## src/common/ssr_regs.vh

```
`ifndef SSR_REGS_VH
`define SSR_REGS_VH
// Memory geometry.
`define SSR_ADDR_W 7
`define SSR_DATA_W 8
// Timing figures in ns, worst case over temperature.
`define SSR_CLK_NS 4
`define SSR_T_AS_NS 100
`define SSR_T_WW_NS 200
`define SSR_T_AH_NS 100
`define SSR_T_DS_NS 100
`define SSR_T_CS_NS 300
`define SSR_T_AC_NS 505
`define SSR_T_DH_NS 70
// Cycle counts, least times rounded up.
`define SSR_CYC(ns) (((ns) + `SSR_CLK_NS - 1) / `SSR_CLK_NS)
`define SSR_AS_CYC `SSR_CYC(`SSR_T_AS_NS)
`define SSR_WW_CYC `SSR_CYC(`SSR_T_WW_NS)
`define SSR_AH_CYC `SSR_CYC(`SSR_T_AH_NS)
`define SSR_CS_CYC `SSR_CYC(`SSR_T_CS_NS)
`define SSR_AC_CYC `SSR_CYC(`SSR_T_AC_NS)
`define SSR_DH_CYC `SSR_CYC(`SSR_T_DH_NS)
`endif

```

## src/hw/ssr_host.v

```verilog
`timescale 1ns/1ns
`include "ssr_regs.vh"
// Behaviour
// - Select lows two, three, five driven low.
// - Select highs one and four driven high.
// - Read strobe stays high during writes.
// - Write strobe stays high during reads.
// - Address may change after data valid.
module ssr_host #(
    parameter AW = `SSR_ADDR_W,
    parameter DW = `SSR_DATA_W
) (
    input  wire          clk,
    input  wire          rstn,
    input  wire          req_valid,
    input  wire          req_write,
    input  wire [AW-1:0] req_addr,
    input  wire [DW-1:0] req_wdata,
    output reg           req_ready,
    output reg           rsp_valid,
    output reg  [DW-1:0] rsp_rdata,
    output reg  [AW-1:0] mem_addr,
    input  wire [DW-1:0] bus_in,
    output reg  [DW-1:0] bus_out,
    output reg           bus_oe,
    output reg           read_strobe_n,
    output reg           write_strobe_n,
    output reg           select_high_a,
    output reg           select_low_a,
    output reg           select_low_b,
    output reg           select_high_b,
    output reg           select_low_c
);
    // One-hot phase codes of the access sequencer.
    localparam [5:0] ST_IDLE  = 6'h01;
    localparam [5:0] ST_SETUP = 6'h02;
    localparam [5:0] ST_WPULS = 6'h04;
    localparam [5:0] ST_WHOLD = 6'h08;
    localparam [5:0] ST_RWAIT = 6'h10;
    localparam [5:0] ST_RHOLD = 6'h20;

    // Phase lengths in clock cycles, computed wide and then cut to the counter's width.
    localparam integer AS_INT = `SSR_AS_CYC;
    localparam integer WW_INT = `SSR_WW_CYC;
    localparam integer AH_INT = `SSR_AH_CYC;
    localparam integer CS_INT = `SSR_CS_CYC;
    // Two extra cycles cover the synchroniser on the read path.
    localparam integer AC_INT = `SSR_AC_CYC + 2;
    localparam integer DH_INT = `SSR_DH_CYC;
    localparam [9:0]   AS_CYC = AS_INT[9:0];
    localparam [9:0]   WW_CYC = WW_INT[9:0];
    localparam [9:0]   AH_CYC = AH_INT[9:0];
    localparam [9:0]   CS_CYC = CS_INT[9:0];
    localparam [9:0]   AC_CYC = AC_INT[9:0];
    localparam [9:0]   DH_CYC = DH_INT[9:0];

    // Larger of two cycle counts.
    function [9:0] max_cyc;
        input [9:0] a;
        input [9:0] b;
        begin
            max_cyc = (a > b) ? a : b;
        end
    endfunction

    // High on the last cycle of a phase that lasts limit cycles.
    function cnt_done;
        input [9:0] cnt;
        input [9:0] limit;
        begin
            cnt_done = (cnt + 10'h001 >= limit);
        end
    endfunction

    // The write strobe also covers the select setup left after the address setup.
    localparam [9:0]   WP_CYC = max_cyc(WW_CYC, CS_CYC - AS_CYC);
    // Address and data both stay put past the write strobe's rise.
    localparam [9:0]   WH_CYC = max_cyc(AH_CYC, DH_CYC);

    // Phase, cycle count within the phase and kind of access in progress.
    reg  [5:0]    state;
    reg  [9:0]    count;
    reg           is_write;
    wire [DW-1:0] bus_sync;

    // Read data passes two flip-flops before it is captured.
    ssr_sync #(.W(DW)) u_sync (
        .clk  (clk),
        .rstn (rstn),
        .din  (bus_in),
        .dout (bus_sync)
    );

    // Drives selects to the active pattern, or all to inactive.
    task drive_select;
        input on;
        begin
            select_high_a <= on;
            select_high_b <= on;
            select_low_a  <= ~on;
            select_low_b  <= ~on;
            select_low_c  <= ~on;
        end
    endtask

    // Sequences one access at a time over the memory pins.
    always @(posedge clk or negedge rstn) begin
        if (!rstn) begin
            state          <= ST_IDLE;
            count          <= 10'h000;
            is_write       <= 1'b0;
            req_ready      <= 1'b0;
            rsp_valid      <= 1'b0;
            rsp_rdata      <= {DW{1'b0}};
            mem_addr       <= {AW{1'b0}};
            bus_out        <= {DW{1'b0}};
            bus_oe         <= 1'b0;
            read_strobe_n  <= 1'b1;
            write_strobe_n <= 1'b1;
            select_high_a  <= 1'b0;
            select_high_b  <= 1'b0;
            select_low_a   <= 1'b1;
            select_low_b   <= 1'b1;
            select_low_c   <= 1'b1;
        end else begin
            // The response strobe lasts a single cycle.
            rsp_valid <= 1'b0;
            case (state)
                ST_IDLE: begin
                    // Deselected with both strobes high: no access.
                    read_strobe_n  <= 1'b1;
                    write_strobe_n <= 1'b1;
                    bus_oe         <= 1'b0;
                    drive_select(1'b0);
                    req_ready      <= 1'b1;
                    if (req_valid && req_ready) begin
                        // Take the request and raise the selects at once.
                        req_ready <= 1'b0;
                        is_write  <= req_write;
                        mem_addr  <= req_addr;
                        bus_out   <= req_wdata;
                        bus_oe    <= req_write;
                        drive_select(1'b1);
                        count     <= 10'h000;
                        state     <= ST_SETUP;
                    end
                end
                ST_SETUP: begin
                    // Address, data and selects settle before a strobe falls.
                    count <= count + 10'h001;
                    if (is_write) begin
                        if (cnt_done(count, AS_CYC)) begin
                            // Read strobe stays high while we drive data.
                            read_strobe_n  <= 1'b1;
                            write_strobe_n <= 1'b0;
                            count          <= 10'h000;
                            state          <= ST_WPULS;
                        end
                    end else begin
                        // Write strobe held high throughout the read.
                        write_strobe_n <= 1'b1;
                        read_strobe_n  <= 1'b0;
                        count          <= 10'h000;
                        state          <= ST_RWAIT;
                    end
                end
                ST_WPULS: begin
                    // Write strobe held low for the whole pulse.
                    count <= count + 10'h001;
                    if (cnt_done(count, WP_CYC)) begin
                        write_strobe_n <= 1'b1;
                        count          <= 10'h000;
                        state          <= ST_WHOLD;
                    end
                end
                ST_WHOLD: begin
                    // Address and data held past the strobe's rise.
                    count <= count + 10'h001;
                    if (cnt_done(count, WH_CYC)) begin
                        // Bus released together with the selects.
                        bus_oe    <= 1'b0;
                        drive_select(1'b0);
                        req_ready <= 1'b1;
                        state     <= ST_IDLE;
                    end
                end
                ST_RWAIT: begin
                    // Wait access time plus synchroniser delay, then sample.
                    count <= count + 10'h001;
                    if (cnt_done(count, AC_CYC)) begin
                        // Sampled while the read strobe is still low.
                        rsp_rdata     <= bus_sync;
                        rsp_valid     <= 1'b1;
                        read_strobe_n <= 1'b1;
                        count         <= 10'h000;
                        state         <= ST_RHOLD;
                    end
                end
                ST_RHOLD: begin
                    // Device keeps driving for a hold time after the strobe.
                    count <= count + 10'h001;
                    if (cnt_done(count, DH_CYC)) begin
                        // Selects released and the next request invited.
                        drive_select(1'b0);
                        req_ready <= 1'b1;
                        state     <= ST_IDLE;
                    end
                end
                default: begin
                    // Any stray code falls back to idle.
                    state <= ST_IDLE;
                end
            endcase
        end
    end
endmodule

```

## src/hw/ssr_sync.v

```verilog
`timescale 1ns/1ns
`include "ssr_regs.vh"
// Two-stage synchroniser for the data bus read back from the pins.
module ssr_sync #(
    parameter W = 8
) (
    input  wire         clk,
    input  wire         rstn,
    input  wire [W-1:0] din,
    output reg  [W-1:0] dout
);
    reg [W-1:0] meta;

    // First stage feeds only the second stage.
    always @(posedge clk or negedge rstn) begin
        if (!rstn) begin
            meta <= {W{1'b0}};
            dout <= {W{1'b0}};
        end else begin
            meta <= din;
            dout <= meta;
        end
    end
endmodule

```

## config.mk

```make
export PLATFORM = sky130hd
export DESIGN_NAME = ssr_host
export DESIGN_NICKNAME = d
export VERILOG_FILES = /design/src/hw/ssr_host.v /design/src/hw/ssr_sync.v
export VERILOG_INCLUDE_DIRS = /design/src /design/src/common
export SDC_FILE = /design/constraint.sdc
export NUM_CORES = 1
export LEC_CHECK = 0
export ABC_AREA = 1
export BUFFER_PORTS_ARGS = -buffer_cell sky130_fd_sc_hd__buf_2
export CORE_MARGIN = 5
export CORE_UTILIZATION = 45
export DETAILED_ROUTE_END_ITERATION = 8
export PLACE_DENSITY = 0.67
export SYNTH_ARGS = -nofsm -noshare
export SYNTH_HDL_FRONTEND = slang
export SYNTH_SLANG_ARGS = --single-unit
```

## constraint.sdc

```tcl
create_clock -name clk -period 4.48 [get_ports clk]
set_clock_uncertainty 0.05 [all_clocks]
set_input_delay 0.224 -clock clk [delete_from_list [all_inputs] [get_ports clk]]
set_output_delay 0.224 -clock clk [all_outputs]
set_load 0.02 [all_outputs]
```

==> results of run 1 <==
critical path: stages (launching register included):
cell     delay [ns]
dfrtp_1        0.53
ha_1           0.31
nand2_2        0.10
nor2_1         0.12
nand2_1        0.06
nand2_1        0.16
nand2_1        0.07
nor2_1         0.11
nand2_1        0.07
nand2_2        0.09
nand2_1        0.07
nand2_2        0.20
inv_4          0.09
nand2_1        0.07
nand2_1        0.04
cells in the mapped netlist (all sizes together), types with 2 or more instances:
library cell and number:
nand2 155, buf 5, ha 3, dfrtp 59, a21oi 3, nand3b 2, inv 32, dfstp 4
nor3 2, o21ai 5, nand3 18, nor2 38, o211ai 3, nand4 10, o22ai 2
placed cells by master, fill, tap and decap left out, types with 4 or more instances in the layout:
master and instances:
nand2_1 142, dfrtp_1 59, buf_2 59, inv_1 26, nor2_1 26, nand3_1 14, nand2_2 12, clkbuf_8 10
nor2_2 9, dlygate4sd3_1 8, nand4_1 7, inv_2 4, dfstp_2 4
layout make-up:
type,count,area [sq um],share of cell area [%]
sequential,63,1580,43.8
tap,77,96.3,2.67
clock inverter,6,67.6,1.87
clock buffer,10,138,3.81
timing repair buffer,68,383,10.6
multi-input combinational,245,1220,33.7
inverter,33,129,3.57
path summary, 6_finish.rpt:
check,startpoint,end,depth (start not counted),slack [ns]
max,count[0]$_DFFE_PN0P_,rsp_rdata[5]$_DFFE_PN0P_,14,2.23
min,rstn,mem_addr[0]$_DFFE_PN0P_,2,-0.02
max reg2reg,count[0]$_DFFE_PN0P_,rsp_rdata[5]$_DFFE_PN0P_,14,2.23
min reg2reg,u_sync.meta[6]$_DFF_PN0_,u_sync.dout[6]$_DFF_PN0_,0,0.30
max in group asynchronous,rstn,u_sync.dout[4]$_DFF_PN0_,2,3.89
min in group clk,req_addr[3],mem_addr[3]$_DFFE_PN0P_,3,0.03
stage by stage:
stage | instance area [sq um] | util (%) | setup slack [ns] | hold slack, ns
after detailed placement | 3330 | 52.1 | 2.24 | 0.283
after CTS | 3610 | 56.6 | 2.24 | 0.00703
after global placement | 3330 | 52.1 | 2.33 | 0.283
after floorplan | 2970 | - | 2.59 | -0.122
after global routing | 3610 | 56.6 | 2.01 | 0.0308
final | 3610 | 56.6 | 2.23 | -0.0176
per-layer routing:
| layer | vias up | global-route usage, % | share of wire (%) |
|---|---|---|---|
| met4 | 0 | 8.68 | 2.2 |
| met5 | - | 0 | 0 |
| met2 | 70 | 25.1 | 47 |
| li1 | 1227 | - | - |
| met3 | 10 | 3.31 | 5.6 |
| met1 | 1139 | 21.5 | 46 |
power breakdown:
group	switching, W	total, W	internal (W)
registers	0.0000698	0.000777	0.000708
clock network	0.000235	0.000509	0.000274
logic	0.000507	0.000748	0.000241
state kept, by name, summed over array words and instances, names as in the netlist:
name / count
count: 10
bus_out: 8
rsp_rdata: 8
u_sync.dout: 8
u_sync.meta: 8
mem_addr: 7
state: 6
bus_oe: 1
is_write: 1
read_strobe_n: 1
req_ready: 1
rsp_valid: 1
select_high_b: 1
select_low_c: 1
write_strobe_n: 1
logic make-up (layout without fill, tap and decap cells):
logic type,after synthesis,count (layout),synth area share [%]
flops,63,63,53.3
fa+ha+maj,3,3,1.26
buf+inv,39,117,5.65
xor+xnor,1,1,0.295
compound gates,15,15,3.67
simple gates,226,226,35.8
what timing repair did:
item / 4_1_cts / 5_1_grt
endpoints found under the hold margin: 8 / 0
gates resized for setup: 0 / 0
hold buffers: 8 / 0
==> results.md, run 1 <==
- Status: complete, but fails checks
- Failing checks: negative hold slack
- GP Congestion: ~0.86
- Tcrit/Tclk final: ~50%
- Leakage Power: 1.94 nW
- Fmax: 444 MHz
- Fin cells: ~500
- Mapped Nets: 377
- H-tree depth: 3
- TritonCTS Buffers: 9
- Die Ht: 91.2 um
- Clock sinks: 63
- Top cell type's share of synthesized area: 49.7%
- CTS tree: yes
- Total number of vias: 2446
- Yosys top cell by area: dfrtp_1
- CP endpoint kind: register
- Detailed router's first-iteration violation count: 133
- Ant diodes: 0
- Slew Limit Fails: 0
- Fill count: between 600 and 700
- Number of synthesized flops with an enable pin: 0
- Vias/cell: approximately 4.9
- Setup TNS: 0 ns
- Placed Cells: 478
- Gr usage total: between 10% and 20%
- Max Cap Violations: 0
- Synth area leaders: dfrtp_1, nand2_1, dfstp_2
- Worst-skew pair later-pin latency: 0.35 ns
- Crit path max fanout: 10
- Fin. Hold Viols: 15
- DP HPWL: between 4000 and 5000 um
- Row cnt: 29
- Post-synthesis sequential area ratio: between 50 and 60%
- First-pass GRT wire length: roughly 11000 um
- Hold_ws: -0.0176 ns
- Pwr per Cell Area: 563 nW/um^2
- # IOs: 60
- Total gr overflow: 0
- Async set-or-reset flop fraction in the synthesized netlist: between 90% and 100%
- Arrival @ worst endpoint: around 2.4 ns
- Initial antenna violation count: 0
- Setup violators final: 0
- RSZ-0062 raised after global routing: false
- Starting Density: a little under half
- Critical Path RT: between 4 and 5 ns
- Port Buffers: between 50 and 60
- First drt pass iteration count: 5
- Final net count: 450
- Crit start category: register
- Clock-pin slew on the worst setup and hold paths: around 0.07 ns
- Worst Max-Slew Pin Slew: between 0.7 and 0.8 ns
- Synth-to-Final Area Change: 21.8%
- Hold WC Path Type: input port to asynchronous set/reset pin
- WL per Instance: 12.4 um
- DRT antenna net count: 0
- Total wire length: 6240 um
- Share of cells above drive strength 1: between 20% and 30%
- Kind of critical path: register to register
- CTS max path bufs: 2
- Core area: 6390 sq um
- Mapped Area: 2970 sq um
- Die area: slightly above 8000 sq um
- Synth Register Bits: 63
- Die width: approximately 91 um
- Vias in the first global route: ~2400
- Dominant synthesized flop cell: dfrtp_1
- Avg Inst Size Synth: between 8 and 9 sq um
- Slew HR: 48.7%
- Root buffer cell: clkbuf_8
- Count of cell types in the netlist: 36
- Largest net degree at the start of global routing: 64
- Synth Warn #: 0
- Post CTS Setup Buffer Count: 0
- Worst vdd ir: roughly 0.38 mV
- Cells after Synth: between 300 and 400
- DRC violations left: 0
- Tmin final: approximately 2.3 ns
- Design Power: 0.00203 W
Power figures use the tool's default switching activity.
==> run 2: changes to the inputs <==
clock period = 2.2 ns   (was 4.48 ns; I/O delays follow)
==> run 2 against run 1 <==
The run now ends clean; highest routed layer unchanged; clock-buffer cell count is 1 higher; register-to-register slack got worse by 2.0 ns; via count increased by 2.6%; largest cell class unchanged; largest power group is now combinational logic.
==> results.md, run 2 (synthesis results as in run 1) <==
- Initial antenna violation count: 0 (unchanged)
- Share of cells above drive strength 1: 28.3% (about the same)
- Pwr per Cell Area: 1100 nW/um^2 (+95%)
- Fmax: 501 MHz (+13%)
- CP endpoint kind: register
- Vias in the first global route: 2480 (+2.9%)
- Critical Path Source: count[1]$_DFFE_PN0P_
- Fill count: 564 (-6.5%)
- Fin. Hold Viols: 0 (-15)
- Crit start category: register
- Hold Path Cell Cnt: 4
- Most frequent cells in the layout: nand2_1, buf_2, dfrtp_1
- Slew HR: 75.7% (+27 points)
- Die width: 91.2 um (unchanged)
- Worst Max-Slew Pin Slew: 0.363 ns (-0.407 ns)
- Critical Path RT: 2.38 ns (-2.28 ns)
- Critical path's slowest cell: dfrtp_2
- WL per Instance: 12.7 um (+2.3%)
- Row cnt: 29 (unchanged)
- Max Cap Violations: 0 (unchanged)
- Clock-pin slew on the worst setup and hold paths: 0.07 ns (about the same)
- Total wire length: 6650 um (+6.6%)
- Setup violators final: 0 (unchanged)
- Reg2reg end: state[2]$_DFFE_PN0P_
- Root buffer cell: clkbuf_8
- RSZ-0062 raised after global routing: false
- Starting Density: 46.5% (unchanged)
- DRT antenna net count: 0 (unchanged)
- Detailed router's first-iteration violation count: 116 (-13%)
- Hold_ws: 0.165 ns (+0.182 ns)
- Die Ht: 91.2 um (unchanged)
- Arrival @ worst endpoint: 2.18 ns (-0.26 ns)
- Gr usage total: 16.9% (+0.61 points)
- Flop-to-flop setup slack: 0.21 ns (-2.02 ns)
- Tcrit/Tclk final: 90.7% (+40 points)
- Setup TNS: 0 ns (unchanged)
- Die area: 8320 sq um (unchanged)
- Cell mode on critical path: nand2_1
- Final net count: 471 (+4.7%)
- Ant diodes: 0 (unchanged)
- Cells along the critical path: ha_2 -> nand2_2 -> nor2_1 -> nand2_1 -> nand2_1 -> nor2_1 -> nor2_2 -> nand4_2 -> nand2_2 -> nor2_2 -> nand2_1 -> nand2_1
- Critical hold path startpoint: req_valid
- GP Congestion: 0.847 (-1.5%)
- Worst Setup Slack, final: 0.205 ns (-2.02 ns)
- Largest register FFs: 10 (unchanged)
- DP HPWL: 4670 um (+4.4%)
- Vias/cell: 4.80 (-1.5%)
- First drt pass iteration count: 4 (-1)
- Leakage Power: 2.05 nW (+5.5%)
- Worst vdd ir: 0.783 mV (+100%)
- Tmin final: 1.99 ns (-0.257 ns)
- Hold WC Path Type: input port to register
- CTS max path bufs: 2 (unchanged)
- Kind of critical path: register to register
- Most common cell after layout, fill and taps aside: nand2_1
- Crit path max fanout: 6 (-4)
- Worst reg-to-reg path cell count: 12 (-2)
- Slew Limit Fails: 0 (unchanged)
- Total gr overflow: 0 (unchanged)
- Synth-to-Final Area Change: 29.1%
- # IOs: 60 (unchanged)
- TritonCTS Buffers: 9 (unchanged)
- Worst-skew pair later-pin latency: 0.34 ns (about the same)
- Port Buffers: 59 (unchanged)
- DRC violations left: 0 (unchanged)
- CTS tree: yes
- Clock sinks: 63 (unchanged)
- Placement-stage cell area: 3370 sq um (+1.3%)
- First-pass GRT wire length: 11500 um (+3.9%)
- Total number of vias: 2509 (+2.6%)
- Top reg by flops: count
- Largest net degree at the start of global routing: 64 (unchanged)
- Core area: 6390 sq um (unchanged)
- Status: complete, no violations
- CP max stage delay: 0.42 ns (-0.11 ns)
- DP Worst Slack: 0.0981 ns (-2.14 ns)
- Post CTS Setup Buffer Count: 0 (unchanged)
- H-tree depth: 3 (unchanged)
- Hold EP: is_write$_DFFE_PN0P_
- Post-route cell area: 3830 sq um (+6.1%)
- Reg-to-Reg Start: count[1]$_DFFE_PN0P_
-- run 2: worst max-delay path by stage --
stage          cells past startpoint                        to  slack, ns
2_1_floorplan                     12      state[2]$_DFFE_PN0P_       0.31
3_3_place_gp                      14  rsp_rdata[1]$_DFFE_PN0P_       0.15
3_5_place_dp                      14  rsp_rdata[1]$_DFFE_PN0P_        0.1
4_1_cts                           14  rsp_rdata[0]$_DFFE_PN0P_       0.08
5_1_grt                           14  rsp_rdata[5]$_DFFE_PN0P_       0.04
6_report                          12      state[2]$_DFFE_PN0P_       0.21
-- run 2: worst max-delay path: cells and delay by family, from the launching register on --
| family | cells | cell delay [ns] |
|---|---|---|
| and+or+nand+nor | 11 | 1.16 |
| DFF | 1 | 0.42 |
| adders and majority gates | 1 | 0.24 |
-- run 2: report_power, final --
group	internal, W	leakage, nW	total, W	switching, W
clock network	0.000554	0.0997	0.00101	0.000452
registers	0.00144	0.799	0.00158	0.000133
logic	0.000544	1.15	0.00162	0.00107
-- run 2: per-layer routing --
metal | track usage (%) | part of all wire, %
met5 | 0 | 0
met4 | 6.36 | 1.2
met3 | 5.70 | 5.7
met2 | 27.3 | 49
met1 | 20.8 | 44
-- run 2: stage by stage --
stage / power (W) / utilization [%] / std cells
after floorplan: 0.00269 / - / 347
after global placement: 0.00316 / 52.8 / 482
after detailed placement: 0.00318 / 52.8 / 482
after CTS: 0.00424 / 59.8 / 523
after global routing: 0.00449 / 60.0 / 523
final: 0.00420 / 60.0 / 523
-- run 2: repair_timing --
item                       in CTS  in global routing
setup endpoints to repair       0                 22
hold buffers                   25                  0
hold endpoints to repair       83                  0
resized for setup               0                  4
-- run 2: area by class of cell --
class | count | area, sq um | area share [%]
repair buffers | 89 | 596 | 15.5
clock inverters | 5 | 56.3 | 1.47
clock buffers | 11 | 141 | 3.69
well taps | 77 | 96.3 | 2.51
inverters | 33 | 129 | 3.36
multi-input cells | 245 | 1230 | 32.1
flip-flops and latches | 63 | 1580 | 41.3
